==> src/rtl/qsc_pkg.sv <==
// Purpose: Shared constants and types for the query statistics counter block.
// Assumes: One pipeline clock; all event sources sit on that clock.
// Notes:   Counter slot 0 is the occlusion counter, slots 1 to 11 the statistics.
package qsc_pkg;

	// ---------------------------------------------------------------
	// Sizes
	// ---------------------------------------------------------------
	localparam int NCNT = 12;        // Occlusion plus eleven statistics.
	localparam int NSTAT = 11;
	localparam int CW = 64;          // Counter width.
	localparam int AMW = 8;          // Increment width per event.
	localparam int QIW = 3;          // Query index width.
	localparam int NQ = 8;           // Queries tracked for availability.
	localparam int CSW = 4;          // Counter select width.

	// ---------------------------------------------------------------
	// Register byte offsets
	// ---------------------------------------------------------------
	localparam logic [7:0] OFF_CTRL   = 8'h00;
	localparam logic [7:0] OFF_PMASK  = 8'h04;
	localparam logic [7:0] OFF_IMASK  = 8'h08;
	localparam logic [7:0] OFF_STATUS = 8'h0c;
	localparam logic [7:0] OFF_RSEL   = 8'h10;
	localparam logic [7:0] OFF_RES_LO = 8'h14;
	localparam logic [7:0] OFF_RES_HI = 8'h18;
	localparam logic [7:0] OFF_AVAIL  = 8'h1c;

	// ---------------------------------------------------------------
	// Control, status and result-select field positions and reset values
	// ---------------------------------------------------------------
	localparam int CTRL_EXACT = 0;   // exact_count_control.
	localparam int CTRL_DROP  = 1;   // raster_drop_control.
	localparam int CTRL_WIDE  = 2;   // wide_result_option.
	localparam int CTRL_AVREP = 3;   // Availability reporting.
	localparam int CTRL_INHER = 4;   // Use the inherited mask.
	localparam int CTRL_GFX   = 5;   // Queue performs graphics work.
	localparam int CTRL_CMP   = 6;   // Queue performs compute work.
	localparam int CTRL_W     = 7;
	localparam int STS_REFUSED = 2;
	localparam int STS_CAP     = 3;
	localparam int STS_AVAIL   = 8;
	localparam int RSEL_Q      = 4;
	localparam logic [CTRL_W-1:0] CTRL_RST = 7'h00;
	localparam logic [NSTAT-1:0]  MASK_RST = 11'h000;

	// ---------------------------------------------------------------
	// Statistics slots within the stat event vectors
	// ---------------------------------------------------------------
	localparam int SI_IA_VERT  = 0;
	localparam int SI_IA_PRIM  = 1;
	localparam int SI_VS_INV   = 2;
	localparam int SI_GS_INV   = 3;
	localparam int SI_GS_PRIM  = 4;
	localparam int SI_CLIP_IN  = 5;
	localparam int SI_CLIP_OUT = 6;
	localparam int SI_FS_INV   = 7;
	localparam int SI_TCS_PAT  = 8;
	localparam int SI_TES_INV  = 9;
	localparam int SI_CS_INV   = 10;

	typedef enum logic [1:0] {
		QSC_IDLE = 2'b00,
		QSC_OCC  = 2'b01,
		QSC_STAT = 2'b10
	} qsc_state_t;

	typedef enum logic {
		QSC_KIND_OCC  = 1'b0,
		QSC_KIND_STAT = 1'b1
	} qsc_kind_t;

endpackage

==> src/rtl/qsc_cnt_if.sv <==
// Purpose: Carrier between the query controller and the counter bank.
// Assumes: Both ends run on sys_clk.
// Notes:   clr wins over inc in the bank.
`timescale 1ns/10ps
interface qsc_cnt_if;
	import qsc_pkg::*;
	logic                          clr;
	logic [NCNT-1:0]               inc;
	logic [NCNT-1:0][AMW-1:0]      amt;
	logic [NCNT-1:0][CW-1:0]       val;
	modport ctl  (output clr, output inc, output amt, input val);
	modport bank (input clr, input inc, input amt, output val);
endinterface

==> src/rtl/qsc_counter_bank.sv <==
// Purpose: Twelve 64-bit accumulating counters with a common clear.
// Assumes: Increments come from logic on the same clock.
// Notes:   A clear in the same cycle as an increment drops the increment.
`timescale 1ns/10ps
module qsc_counter_bank
	import qsc_pkg::*;
(
	input  wire logic sys_clk,
	input  wire logic rstn,
	qsc_cnt_if.bank   cb
);
	import qsc_pkg::*;

	typedef struct packed {
		logic [NCNT-1:0][CW-1:0] cnt;
	} qsc_bank_state_t;

	qsc_bank_state_t         s_q;
	qsc_bank_state_t         s_d;
	logic [NCNT-1:0][CW-1:0] nxt;

	// ---------------------------------------------------------------
	// Per-counter next value
	// ---------------------------------------------------------------
	// Each counter adds its zero-extended amount; wrap at 64 bits is harmless in practice.
	for (genvar i = 0; i < NCNT; i++) begin : g_cnt
		assign nxt[i] = cb.clr ? '0 :
			cb.inc[i] ? s_q.cnt[i] + {{(CW-AMW){1'b0}}, cb.amt[i]} : s_q.cnt[i];
	end

	// Collect the next state.
	always_comb begin
		s_d = s_q;
		s_d.cnt = nxt;
	end

	// State register.
	always_ff @(posedge sys_clk or negedge rstn) begin
		if (!rstn) begin
			s_q <= '0;
		end else begin
			s_q <= s_d;
		end
	end

	assign cb.val = s_q.cnt;

endmodule

==> src/rtl/qsc_top.sv <==
// Purpose: Occlusion and pipeline statistics query counters with an APB register file.
// Assumes: Command strobes and stage events are one-cycle pulses on sys_clk.
// Notes:   One query is active at a time; results belong to the last query ended.
`timescale 1ns/10ps

// Overview of operation
// [RULE_01] Starting an occlusion query clears the passing-sample counter first.
// [RULE_02] Without exact counting, any non-zero value for non-zero samples; zero stays zero.
// [RULE_03] Occlusion queries only start on a graphics queue.
// [RULE_04] Ending an occlusion query marks its result available.
// [RULE_05] Statistics queries need the capability bit and a graphics or compute queue.
// [RULE_06] Starting a statistics query clears every statistics counter.
// [RULE_07] Each statistics counter counts only when its mask bit is set.
// [RULE_08] A counter enabled without matching work may hold any value.
// [RULE_09] The issuer enables at least one relevant statistics counter.
// [RULE_10] Input-assembly vertex counter counts every vertex, incomplete ones allowed.
// [RULE_11] Input-assembly primitive counter ignores primitive restart.
// [RULE_12] Vertex-shader counter adds one per invocation.
// [RULE_13] Geometry-shader counter adds one per invocation or instance.
// [RULE_14] Geometry output primitive counter ignores restart instructions.
// [RULE_15] Clipping-input counter adds one per primitive reaching clipping.
// [RULE_16] Clipping-output adds at least one when a vertex lies inside.
// [RULE_17] Fragment-shader counter adds per invocation.
// [RULE_18] Tessellation-control counter adds exactly one per patch.
// [RULE_19] Tessellation-evaluation counter adds per invocation.
// [RULE_20] Compute-shader counter adds per invocation as reported.
// [RULE_21] With raster drop on, clipping counters may stay unchanged.
// [RULE_22] Ending a statistics query marks its result available.
// [RULE_23] Results read as low 32 bits; unavailable results return nothing.
// [RULE_24] Availability word is non-zero when available, zero otherwise.
// [RULE_25] Counting happens only between begin and end strobes of the active query.
// [RULE_26] Counters are 64 bits; narrow readout gives the low half.
module qsc_top
	import qsc_pkg::*;
(
	input  wire logic                            sys_clk,
	input  wire logic                            rstn,
	input  wire logic [7:0]                      paddr,
	input  wire logic                            psel,
	input  wire logic                            penable,
	input  wire logic                            pwrite,
	input  wire logic [31:0]                     pwdata,
	output logic      [31:0]                     prdata,
	output logic                                 pready,
	output logic                                 pslverr,
	input  wire logic                            query_begin_command,
	input  wire logic                            query_end_command,
	input  wire logic [qsc_pkg::QIW-1:0]         query_index,
	input  wire qsc_pkg::qsc_kind_t              query_kind,
	input  wire logic                            stat_query_capability,
	input  wire logic                            smp_valid,
	input  wire logic [qsc_pkg::AMW-1:0]         smp_count,
	input  wire logic [qsc_pkg::NSTAT-1:0]       stat_event_valid,
	input  wire logic [qsc_pkg::NSTAT-1:0][qsc_pkg::AMW-1:0] stat_event_count,
	input  wire logic                            ia_prim_restart,
	input  wire logic                            geom_primitive_restart_instr,
	input  wire logic                            geom_stream_restart_instr,
	input  wire logic                            clip_vtx_inside,
	output logic                                 query_active,
	output logic      [qsc_pkg::NQ-1:0]          query_avail
);
	import qsc_pkg::*;

	// ---------------------------------------------------------------
	// State
	// ---------------------------------------------------------------
	typedef struct packed {
		qsc_state_t          st;
		logic [QIW-1:0]      idx;
		logic [NQ-1:0]       avail;
		logic [QIW-1:0]      last_idx;
		qsc_kind_t           last_kind;
		logic [CTRL_W-1:0]   ctrl;
		logic [NSTAT-1:0]    pool_mask;
		logic [NSTAT-1:0]    inh_mask;
		logic                refused;
		logic [CSW-1:0]      rsel_cnt;
		logic [QIW-1:0]      rsel_q;
		logic [31:0]         rdata;
		logic                slverr;
	} qsc_top_state_t;

	qsc_top_state_t          s_q;
	qsc_top_state_t          s_d;
	qsc_cnt_if               cb ();

	logic [NSTAT-1:0]        stat_mask;
	logic [NSTAT-1:0]        stat_veto;
	logic [NSTAT-1:0]        stat_go;
	logic [NSTAT-1:0][AMW-1:0] stat_amt;
	logic [AMW-1:0]          occ_amt;
	logic                    occ_go;
	logic [CW-1:0]           res_val;
	logic                    res_ok;
	logic                    sel_ok;
	logic                    gfx_q;
	logic                    cmp_q;
	logic                    setup;
	logic                    access;

	// ---------------------------------------------------------------
	// Counter bank
	// ---------------------------------------------------------------
	qsc_counter_bank u_bank (
		.sys_clk (sys_clk),
		.rstn    (rstn),
		.cb      (cb.bank)
	);

	assign gfx_q = s_q.ctrl[CTRL_GFX];
	assign cmp_q = s_q.ctrl[CTRL_CMP];

	// Secondary streams count with the inherited mask instead of the pool mask.
	assign stat_mask = s_q.ctrl[CTRL_INHER] ? s_q.inh_mask : s_q.pool_mask; // RULE_07

	// ---------------------------------------------------------------
	// Event qualification
	// ---------------------------------------------------------------
	// Events qualified away here never reach the counters; the rest count per event.
	always_comb begin
		stat_veto = '0;
		stat_veto[SI_IA_PRIM] = ia_prim_restart; // RULE_11
		stat_veto[SI_GS_PRIM] = geom_primitive_restart_instr | geom_stream_restart_instr; // RULE_14
		// Dropped primitives never reach clipping, so both clipping counts hold.
		stat_veto[SI_CLIP_IN] = s_q.ctrl[CTRL_DROP]; // RULE_21
		stat_veto[SI_CLIP_OUT] = s_q.ctrl[CTRL_DROP]; // RULE_21
	end

	// Per-statistic gating and amounts; counts arrive only while the query is active.
	for (genvar i = 0; i < NSTAT; i++) begin : g_stat
		assign stat_go[i] = (s_q.st == QSC_STAT) & stat_event_valid[i]
			& stat_mask[i] & ~stat_veto[i]; // RULE_25
		if (i == SI_VS_INV || i == SI_CLIP_IN || i == SI_TCS_PAT) begin : g_one
			// These stages add exactly one per reported event.
			assign stat_amt[i] = {{(AMW-1){1'b0}}, 1'b1}; // RULE_12 RULE_15 RULE_18
		end else if (i == SI_CLIP_OUT) begin : g_clip
			// An inside vertex guarantees at least one output primitive is counted.
			assign stat_amt[i] = (clip_vtx_inside && stat_event_count[i] == '0) ?
				{{(AMW-1){1'b0}}, 1'b1} : stat_event_count[i]; // RULE_16
		end else begin : g_cnt
			// Counts of vertices, primitives, instances and invocations as the stage reports them.
			assign stat_amt[i] = stat_event_count[i]; // RULE_10 RULE_13 RULE_17 RULE_19 RULE_20
		end
	end

	// Coarse mode only ever raises the count from zero to one, which is cheaper to hold.
	assign occ_go = (s_q.st == QSC_OCC) & smp_valid; // RULE_25
	assign occ_amt = s_q.ctrl[CTRL_EXACT] ? smp_count :
		((cb.val[0] == '0 && smp_count != '0) ? {{(AMW-1){1'b0}}, 1'b1} : '0); // RULE_02

	assign cb.inc = {stat_go, occ_go};
	assign cb.amt = {stat_amt, occ_amt};

	// ---------------------------------------------------------------
	// Result selection
	// ---------------------------------------------------------------
	// A result exists only for the last query ended, and only in its own counter slots.
	always_comb begin
		sel_ok = 1'b0;
		if (s_q.last_kind == QSC_KIND_OCC) begin
			sel_ok = (s_q.rsel_cnt == '0);
		end else begin
			sel_ok = (s_q.rsel_cnt != '0) && (s_q.rsel_cnt < CSW'(NCNT));
		end
		res_ok = sel_ok && s_q.avail[s_q.rsel_q] && (s_q.rsel_q == s_q.last_idx); // RULE_23
		res_val = (s_q.rsel_cnt < CSW'(NCNT)) ? cb.val[s_q.rsel_cnt] : '0;
	end

	assign setup = psel & ~penable;
	assign access = psel & penable;

	// ---------------------------------------------------------------
	// Query sequencing and register file
	// ---------------------------------------------------------------
	// Enabled counters with no matching work on this queue are left to count what arrives.
	always_comb begin
		s_d = s_q;
		cb.clr = 1'b0; // RULE_08
		// Register writes take effect at the end of the access phase.
		if (access && pwrite) begin
			case (paddr)
				OFF_CTRL: begin
					s_d.ctrl = pwdata[CTRL_W-1:0];
				end
				OFF_PMASK: begin
					s_d.pool_mask = pwdata[NSTAT-1:0];
				end
				OFF_IMASK: begin
					s_d.inh_mask = pwdata[NSTAT-1:0];
				end
				OFF_STATUS: begin
					if (pwdata[STS_REFUSED]) begin
						s_d.refused = 1'b0;
					end
				end
				OFF_RSEL: begin
					s_d.rsel_cnt = pwdata[CSW-1:0];
					s_d.rsel_q = pwdata[RSEL_Q+QIW-1:RSEL_Q];
				end
				default: begin
				end
			endcase
		end
		// Ending the matching active query publishes its result.
		if (query_end_command) begin
			if (s_q.st != QSC_IDLE && query_index == s_q.idx) begin
				s_d.st = QSC_IDLE;
				s_d.avail[s_q.idx] = 1'b1; // RULE_04 RULE_22
				s_d.last_idx = s_q.idx;
				s_d.last_kind = (s_q.st == QSC_OCC) ? QSC_KIND_OCC : QSC_KIND_STAT;
			end else begin
				s_d.refused = 1'b1;
			end
		end
		// A begin while busy, or on an unsupported queue, is refused and flagged.
		if (query_begin_command) begin
			if (s_q.st != QSC_IDLE) begin
				s_d.refused = 1'b1;
			end else if (query_kind == QSC_KIND_OCC) begin
				if (gfx_q) begin // RULE_03
					s_d.st = QSC_OCC;
					s_d.idx = query_index;
					s_d.avail[query_index] = 1'b0;
					cb.clr = 1'b1; // RULE_01
				end else begin
					s_d.refused = 1'b1;
				end
			end else if (stat_query_capability && (gfx_q || cmp_q)) begin // RULE_05
				s_d.st = QSC_STAT;
				s_d.idx = query_index;
				s_d.avail[query_index] = 1'b0;
				cb.clr = 1'b1; // RULE_06
			end else begin
				s_d.refused = 1'b1;
			end
		end
		// Read data and error are prepared during setup for a zero-wait access.
		if (setup) begin
			s_d.rdata = '0;
			s_d.slverr = 1'b0;
			case (paddr)
				OFF_CTRL: begin
					s_d.rdata[CTRL_W-1:0] = s_q.ctrl;
				end
				OFF_PMASK: begin
					s_d.rdata[NSTAT-1:0] = s_q.pool_mask;
				end
				OFF_IMASK: begin
					s_d.rdata[NSTAT-1:0] = s_q.inh_mask;
				end
				OFF_STATUS: begin
					s_d.rdata[1:0] = s_q.st;
					s_d.rdata[STS_REFUSED] = s_q.refused;
					s_d.rdata[STS_CAP] = stat_query_capability;
					s_d.rdata[STS_AVAIL+NQ-1:STS_AVAIL] = s_q.avail;
				end
				OFF_RSEL: begin
					s_d.rdata[CSW-1:0] = s_q.rsel_cnt;
					s_d.rdata[RSEL_Q+QIW-1:RSEL_Q] = s_q.rsel_q;
				end
				OFF_RES_LO: begin
					// Unavailable results return no data and an error.
					s_d.rdata = res_ok ? res_val[31:0] : '0; // RULE_23 RULE_26
					s_d.slverr = ~res_ok & ~pwrite;
				end
				OFF_RES_HI: begin
					// Upper half only with the wide option; narrow results stop at 32 bits.
					s_d.rdata = (res_ok && s_q.ctrl[CTRL_WIDE]) ? res_val[CW-1:32] : '0; // RULE_26
					s_d.slverr = ~res_ok & ~pwrite;
				end
				OFF_AVAIL: begin
					s_d.rdata[0] = s_q.ctrl[CTRL_AVREP] & s_q.avail[s_q.rsel_q]; // RULE_24
				end
				default: begin
					s_d.slverr = 1'b1;
				end
			endcase
		end
	end

	// State register.
	always_ff @(posedge sys_clk or negedge rstn) begin
		if (!rstn) begin
			s_q <= '0;
			s_q.st <= QSC_IDLE;
			s_q.ctrl <= CTRL_RST;
			s_q.pool_mask <= MASK_RST;
			s_q.inh_mask <= MASK_RST;
		end else begin
			s_q <= s_d;
		end
	end

	// ---------------------------------------------------------------
	// Outputs
	// ---------------------------------------------------------------
	// The slave never inserts wait states.
	assign pready = 1'b1;
	assign prdata = s_q.rdata;
	assign pslverr = s_q.slverr;
	assign query_active = (s_q.st != QSC_IDLE);
	assign query_avail = s_q.avail;

endmodule

==> config.mk <==
export PLATFORM = sky130hd
export DESIGN_NAME = qsc_top
export DESIGN_NICKNAME = d
export VERILOG_FILES = /design/src/rtl/qsc_pkg.sv /design/src/rtl/qsc_cnt_if.sv /design/src/rtl/qsc_counter_bank.sv /design/src/rtl/qsc_top.sv
export SDC_FILE = /design/constraint.sdc
export NUM_CORES = 2
export LEC_CHECK = 0
export BUFFER_PORTS_ARGS = -buffer_cell sky130_fd_sc_hd__buf_4
export CAP_MARGIN = 20
export CORE_AREA = 2 2 386 388
export CTS_BUF_LIST = sky130_fd_sc_hd__clkbuf_4 sky130_fd_sc_hd__clkbuf_8
export CTS_CLUSTER_DIAMETER = 50
export DETAILED_ROUTE_END_ITERATION = 10
export DIE_AREA = 0 0 388 390
export PLACE_DENSITY = 0.6
export SLEW_MARGIN = 5
export SYNTH_ARGS = -nofsm -noshare
export SYNTH_HDL_FRONTEND = slang
export SYNTH_HIERARCHICAL = 1
export SYNTH_SLANG_ARGS = --single-unit
export TNS_END_PERCENT = 30
==> constraint.sdc <==
create_clock -name sys_clk -period 4.2 [get_ports sys_clk]
set_input_delay 0.84 -clock sys_clk [delete_from_list [all_inputs] [get_ports sys_clk]]
set_output_delay 0.84 -clock sys_clk [all_outputs]
set_load 0.02 [all_outputs]
==> flow_summary_export.csv <==
group,metric,value,unit
sta,max_freq,254,MHz
yosys,yosysWarnings,6,
floorplanning,num_io_pins,207,
sta,finClkSkew,0.0774,ns
yosys,netlist_area,55600,µm²
global_route,grtUsageTotal,27.3,%
yosys,synth_flop_cell,"dfrtp_1",
sta,tightest_slew,2.79,ns
sta,maxSlewViolCount,76,
worst_hold_path,whs_path_depth,2,
clock_network,tritoncts,"built",
yosys,synth_largest_area_cell,"dfrtp_1",
setup_path,crit_path_end_kind,"register",
floorplanning,die_y,390,µm
route,routed_via_density,6.14,
setup_path,cp.required,5.02,ns
global_route,antenna_found_initial,16,
clock_network,clockBufferDepth,3,
floorplanning,fp-row-count,141,
route,drt_first_pass_iters,8,
power,p_total,18800,µW
finish,fin_cells,8342,
placement,placed_cells,8043,
placement,io_buffer_count,160,
power,powerDensity,295,nW/µm²
worst_hold_path,hp-class,"in2reg",
yosys,ys_seq_elements,855,
global_route,grt-ovfl-total,0,
yosys,avgSynthCellArea,9.19,µm²
global_route,grt_start_max_net_pins,87,
sta,slew_headroom,-86.0,%
run_status,violations,"max-slew violations",
finish,layout.nets,6552,
finish,area_growth,14.3,%
setup_path,worstPathMaxFanout,19,
power,peakVddDrop,244,µV
global_route,first_global_vias,48200,
yosys,netlist_top_cells_area,"dfrtp_1, xnor2_1, nor2_1",
placement,dp_slack,0.174,ns
power,p_leak,0.0256,µW
yosys,postSynth.asyncResetShare,100,%
run_status,status,"finished with violations",
yosys,synth-edff-count,0,
clock_network,cts-root-buf,"clkbuf_8",
route,wl_per_cell,25.4,µm
finish,final_cell_mix,"dfrtp_1, nor2_1, buf_4",
yosys,synth_cells,6056,
placement,dpl.hpwl,160,mm
floorplanning,start_util,37.8,%
sta,fin_ws,0.257,ns
floorplanning,die_area,151000,µm²
finish,layout_commonest_cell,"dfrtp_1",
setup_path,worst-setup-path-type,"reg2reg",
setup_path,cp.arrival,4.76,ns
setup_path,r2r_cells,15,
yosys,seq_area_frac_synth,38.4,%
placement,routabilityCongestion,0.994,
floorplanning,coreArea,147000,µm²
sta,min_period,3.94,ns
clock_network,h-tree-depth,4,
floorplanning,fp.dieW,388,µm
sta,final.period_utilization,93.9,%
route,vias,51200,
route,ant_nets,0,
global_route,use_met2,40.1,%
clock_network,clkTransAtPathRegs,0.07,ns
global_route,grt_pass1_wl,315,mm
route,drt_iter0_drc,6045,
route,drc,0,
route,wl,212,mm
sta,finalHoldViolCount,0,
flow_run,maxCapViolCount,0,
clock_network,clk_latency,0.95,ns
global_route,grtUsageMet3,5.64,%
clock_network,numCtsBuffers,164,
yosys,synth_top_area_share,38.4,%
sta,setup_viol,0,
global_route,use_met1,38.7,%
global_route,top_usage_layer,"met2",
yosys,yosysUniqueCellTypes,89,
sta,fin_tns_setup,0,ns
setup_path,startpoint_type,"register",
finish,final_layout_size_suffix_gt1_share,15.1,%
clock_network,cts_num_sinks,855,
finish,finish.utilization,43.2,%
==> power breakdown <==
part | internal (µW) | total [µW] | switching, µW
logic | 431 | 1160 | 729
clock network | 5090 | 9110 | 4010
registers | 8350 | 8500 | 154
==> critical path, cell delays in order, from the launching register on <==
cell,delay [ns]
dfrtp_1,0.47
nor4_1,0.43
nand4_1,0.16
nor4_2,0.38
buf_4,0.19
a22o_1,0.13
ha_1,0.16
inv_1,0.06
fa_1,0.40
nand2b_1,0.18
a21oi_1,0.24
o21ai_1,0.18
buf_4,0.25
nor4_1,0.36
xnor2_1,0.18
nor2_1,0.06
==> final cells by class <==
class / instances / area (µm²)
Fill cell: 14500 / 83500
Multi-Input combinational cell: 4704 / 32200
Sequential cell: 855 / 21400
Timing Repair Buffer: 415 / 3480
Clock buffer: 259 / 3280
Tap cell: 1930 / 2410
Inverter: 140 / 526
Clock inverter: 34 / 295
Antenna cell: 5 / 12.5
==> stage by stage <==
step | cell area [µm²] | hold slack, ns
floorplan | 55700 | 0.451
global placement | 60000 | 0.467
detailed placement | 60000 | 0.477
CTS | 63600 | 0.116
global route | 63600 | 0.163
finish | 63600 | 0.190
==> Yosys cell counts (54+ instances only) <==
cell       instances
xnor2_1          340
o21ai_0          253
mux4_2           104
and3_1           113
buf_4             54
clkbuf_1         261
o2111ai_1         64
ha_1              96
a2111oi_0         89
nand2_1          355
nand4_1          169
and2_1            55
nor2_1           723
or4_1             77
inv_1            137
a211oi_1          61
and4_1            77
mux2_2            67
nand3_1          264
nor3_1           125
nor4_1           103
xor2_1           177
or3_1            149
a21oi_1          339
mux2i_1          246
dfrtp_1          855
nor2b_1           84
o31ai_1           56
==> layer usage <==
layer,wire (µm),vias to the layer above
li1,-,22900
met1,90700,25500
met2,90800,2471
met3,20300,444
met4,9810,8
met5,53,-
==> timing repair <==
action | CTS | global route
hold endpoints to repair | 38 | 0
setup buffers | 0 | 0
hold buffers | 1 | 0
setup endpoints to repair | 0 | 13
gates resized for setup | 0 | 3
==> logic make-up (layout without fill, tap and decap cells) <==
| logic type | after synthesis | after routing | share of synthesized area [%] |
|---|---|---|---|
| other cells | 2 | 33 | 0.0135 |
| fa+ha+maj | 108 | 108 | 2.59 |
| simple gates | 2386 | 2386 | 21.8 |
| xor+xnor | 517 | 517 | 8.14 |
| flops | 855 | 855 | 38.4 |
| buf+inv | 523 | 848 | 4.01 |
| compound gates | 1245 | 1245 | 14.9 |
| mux | 420 | 420 | 10.1 |
==> state kept, by name (all words and copies together) (netlist names) <==
name	flops
cmp_q	1
prdata	32
u_bank/cb.val	768
s_q	44
pslverr	1
gfx_q	1
query_avail	8
==> path summary, 6_finish.rpt <==
| path | start | endpoint | slack (ns) |
|---|---|---|---|
| worst max-delay path | u_bank/cb.val[19] | u_bank/cb.val[50] | 0.26 |
| worst min-delay path | pwdata[8] | s_q[49] | 0.19 |
| worst max register to register | u_bank/cb.val[19] | u_bank/cb.val[50] | 0.26 |
| worst min register to register | prdata[22] | prdata[22] | 0.48 |
| max in group asynchronous | rstn | u_bank/cb.val[505] | 2.45 |
| min in group asynchronous | rstn | u_bank/cb.val[128] | 0.62 |
(Power assumes the default switching activity.)
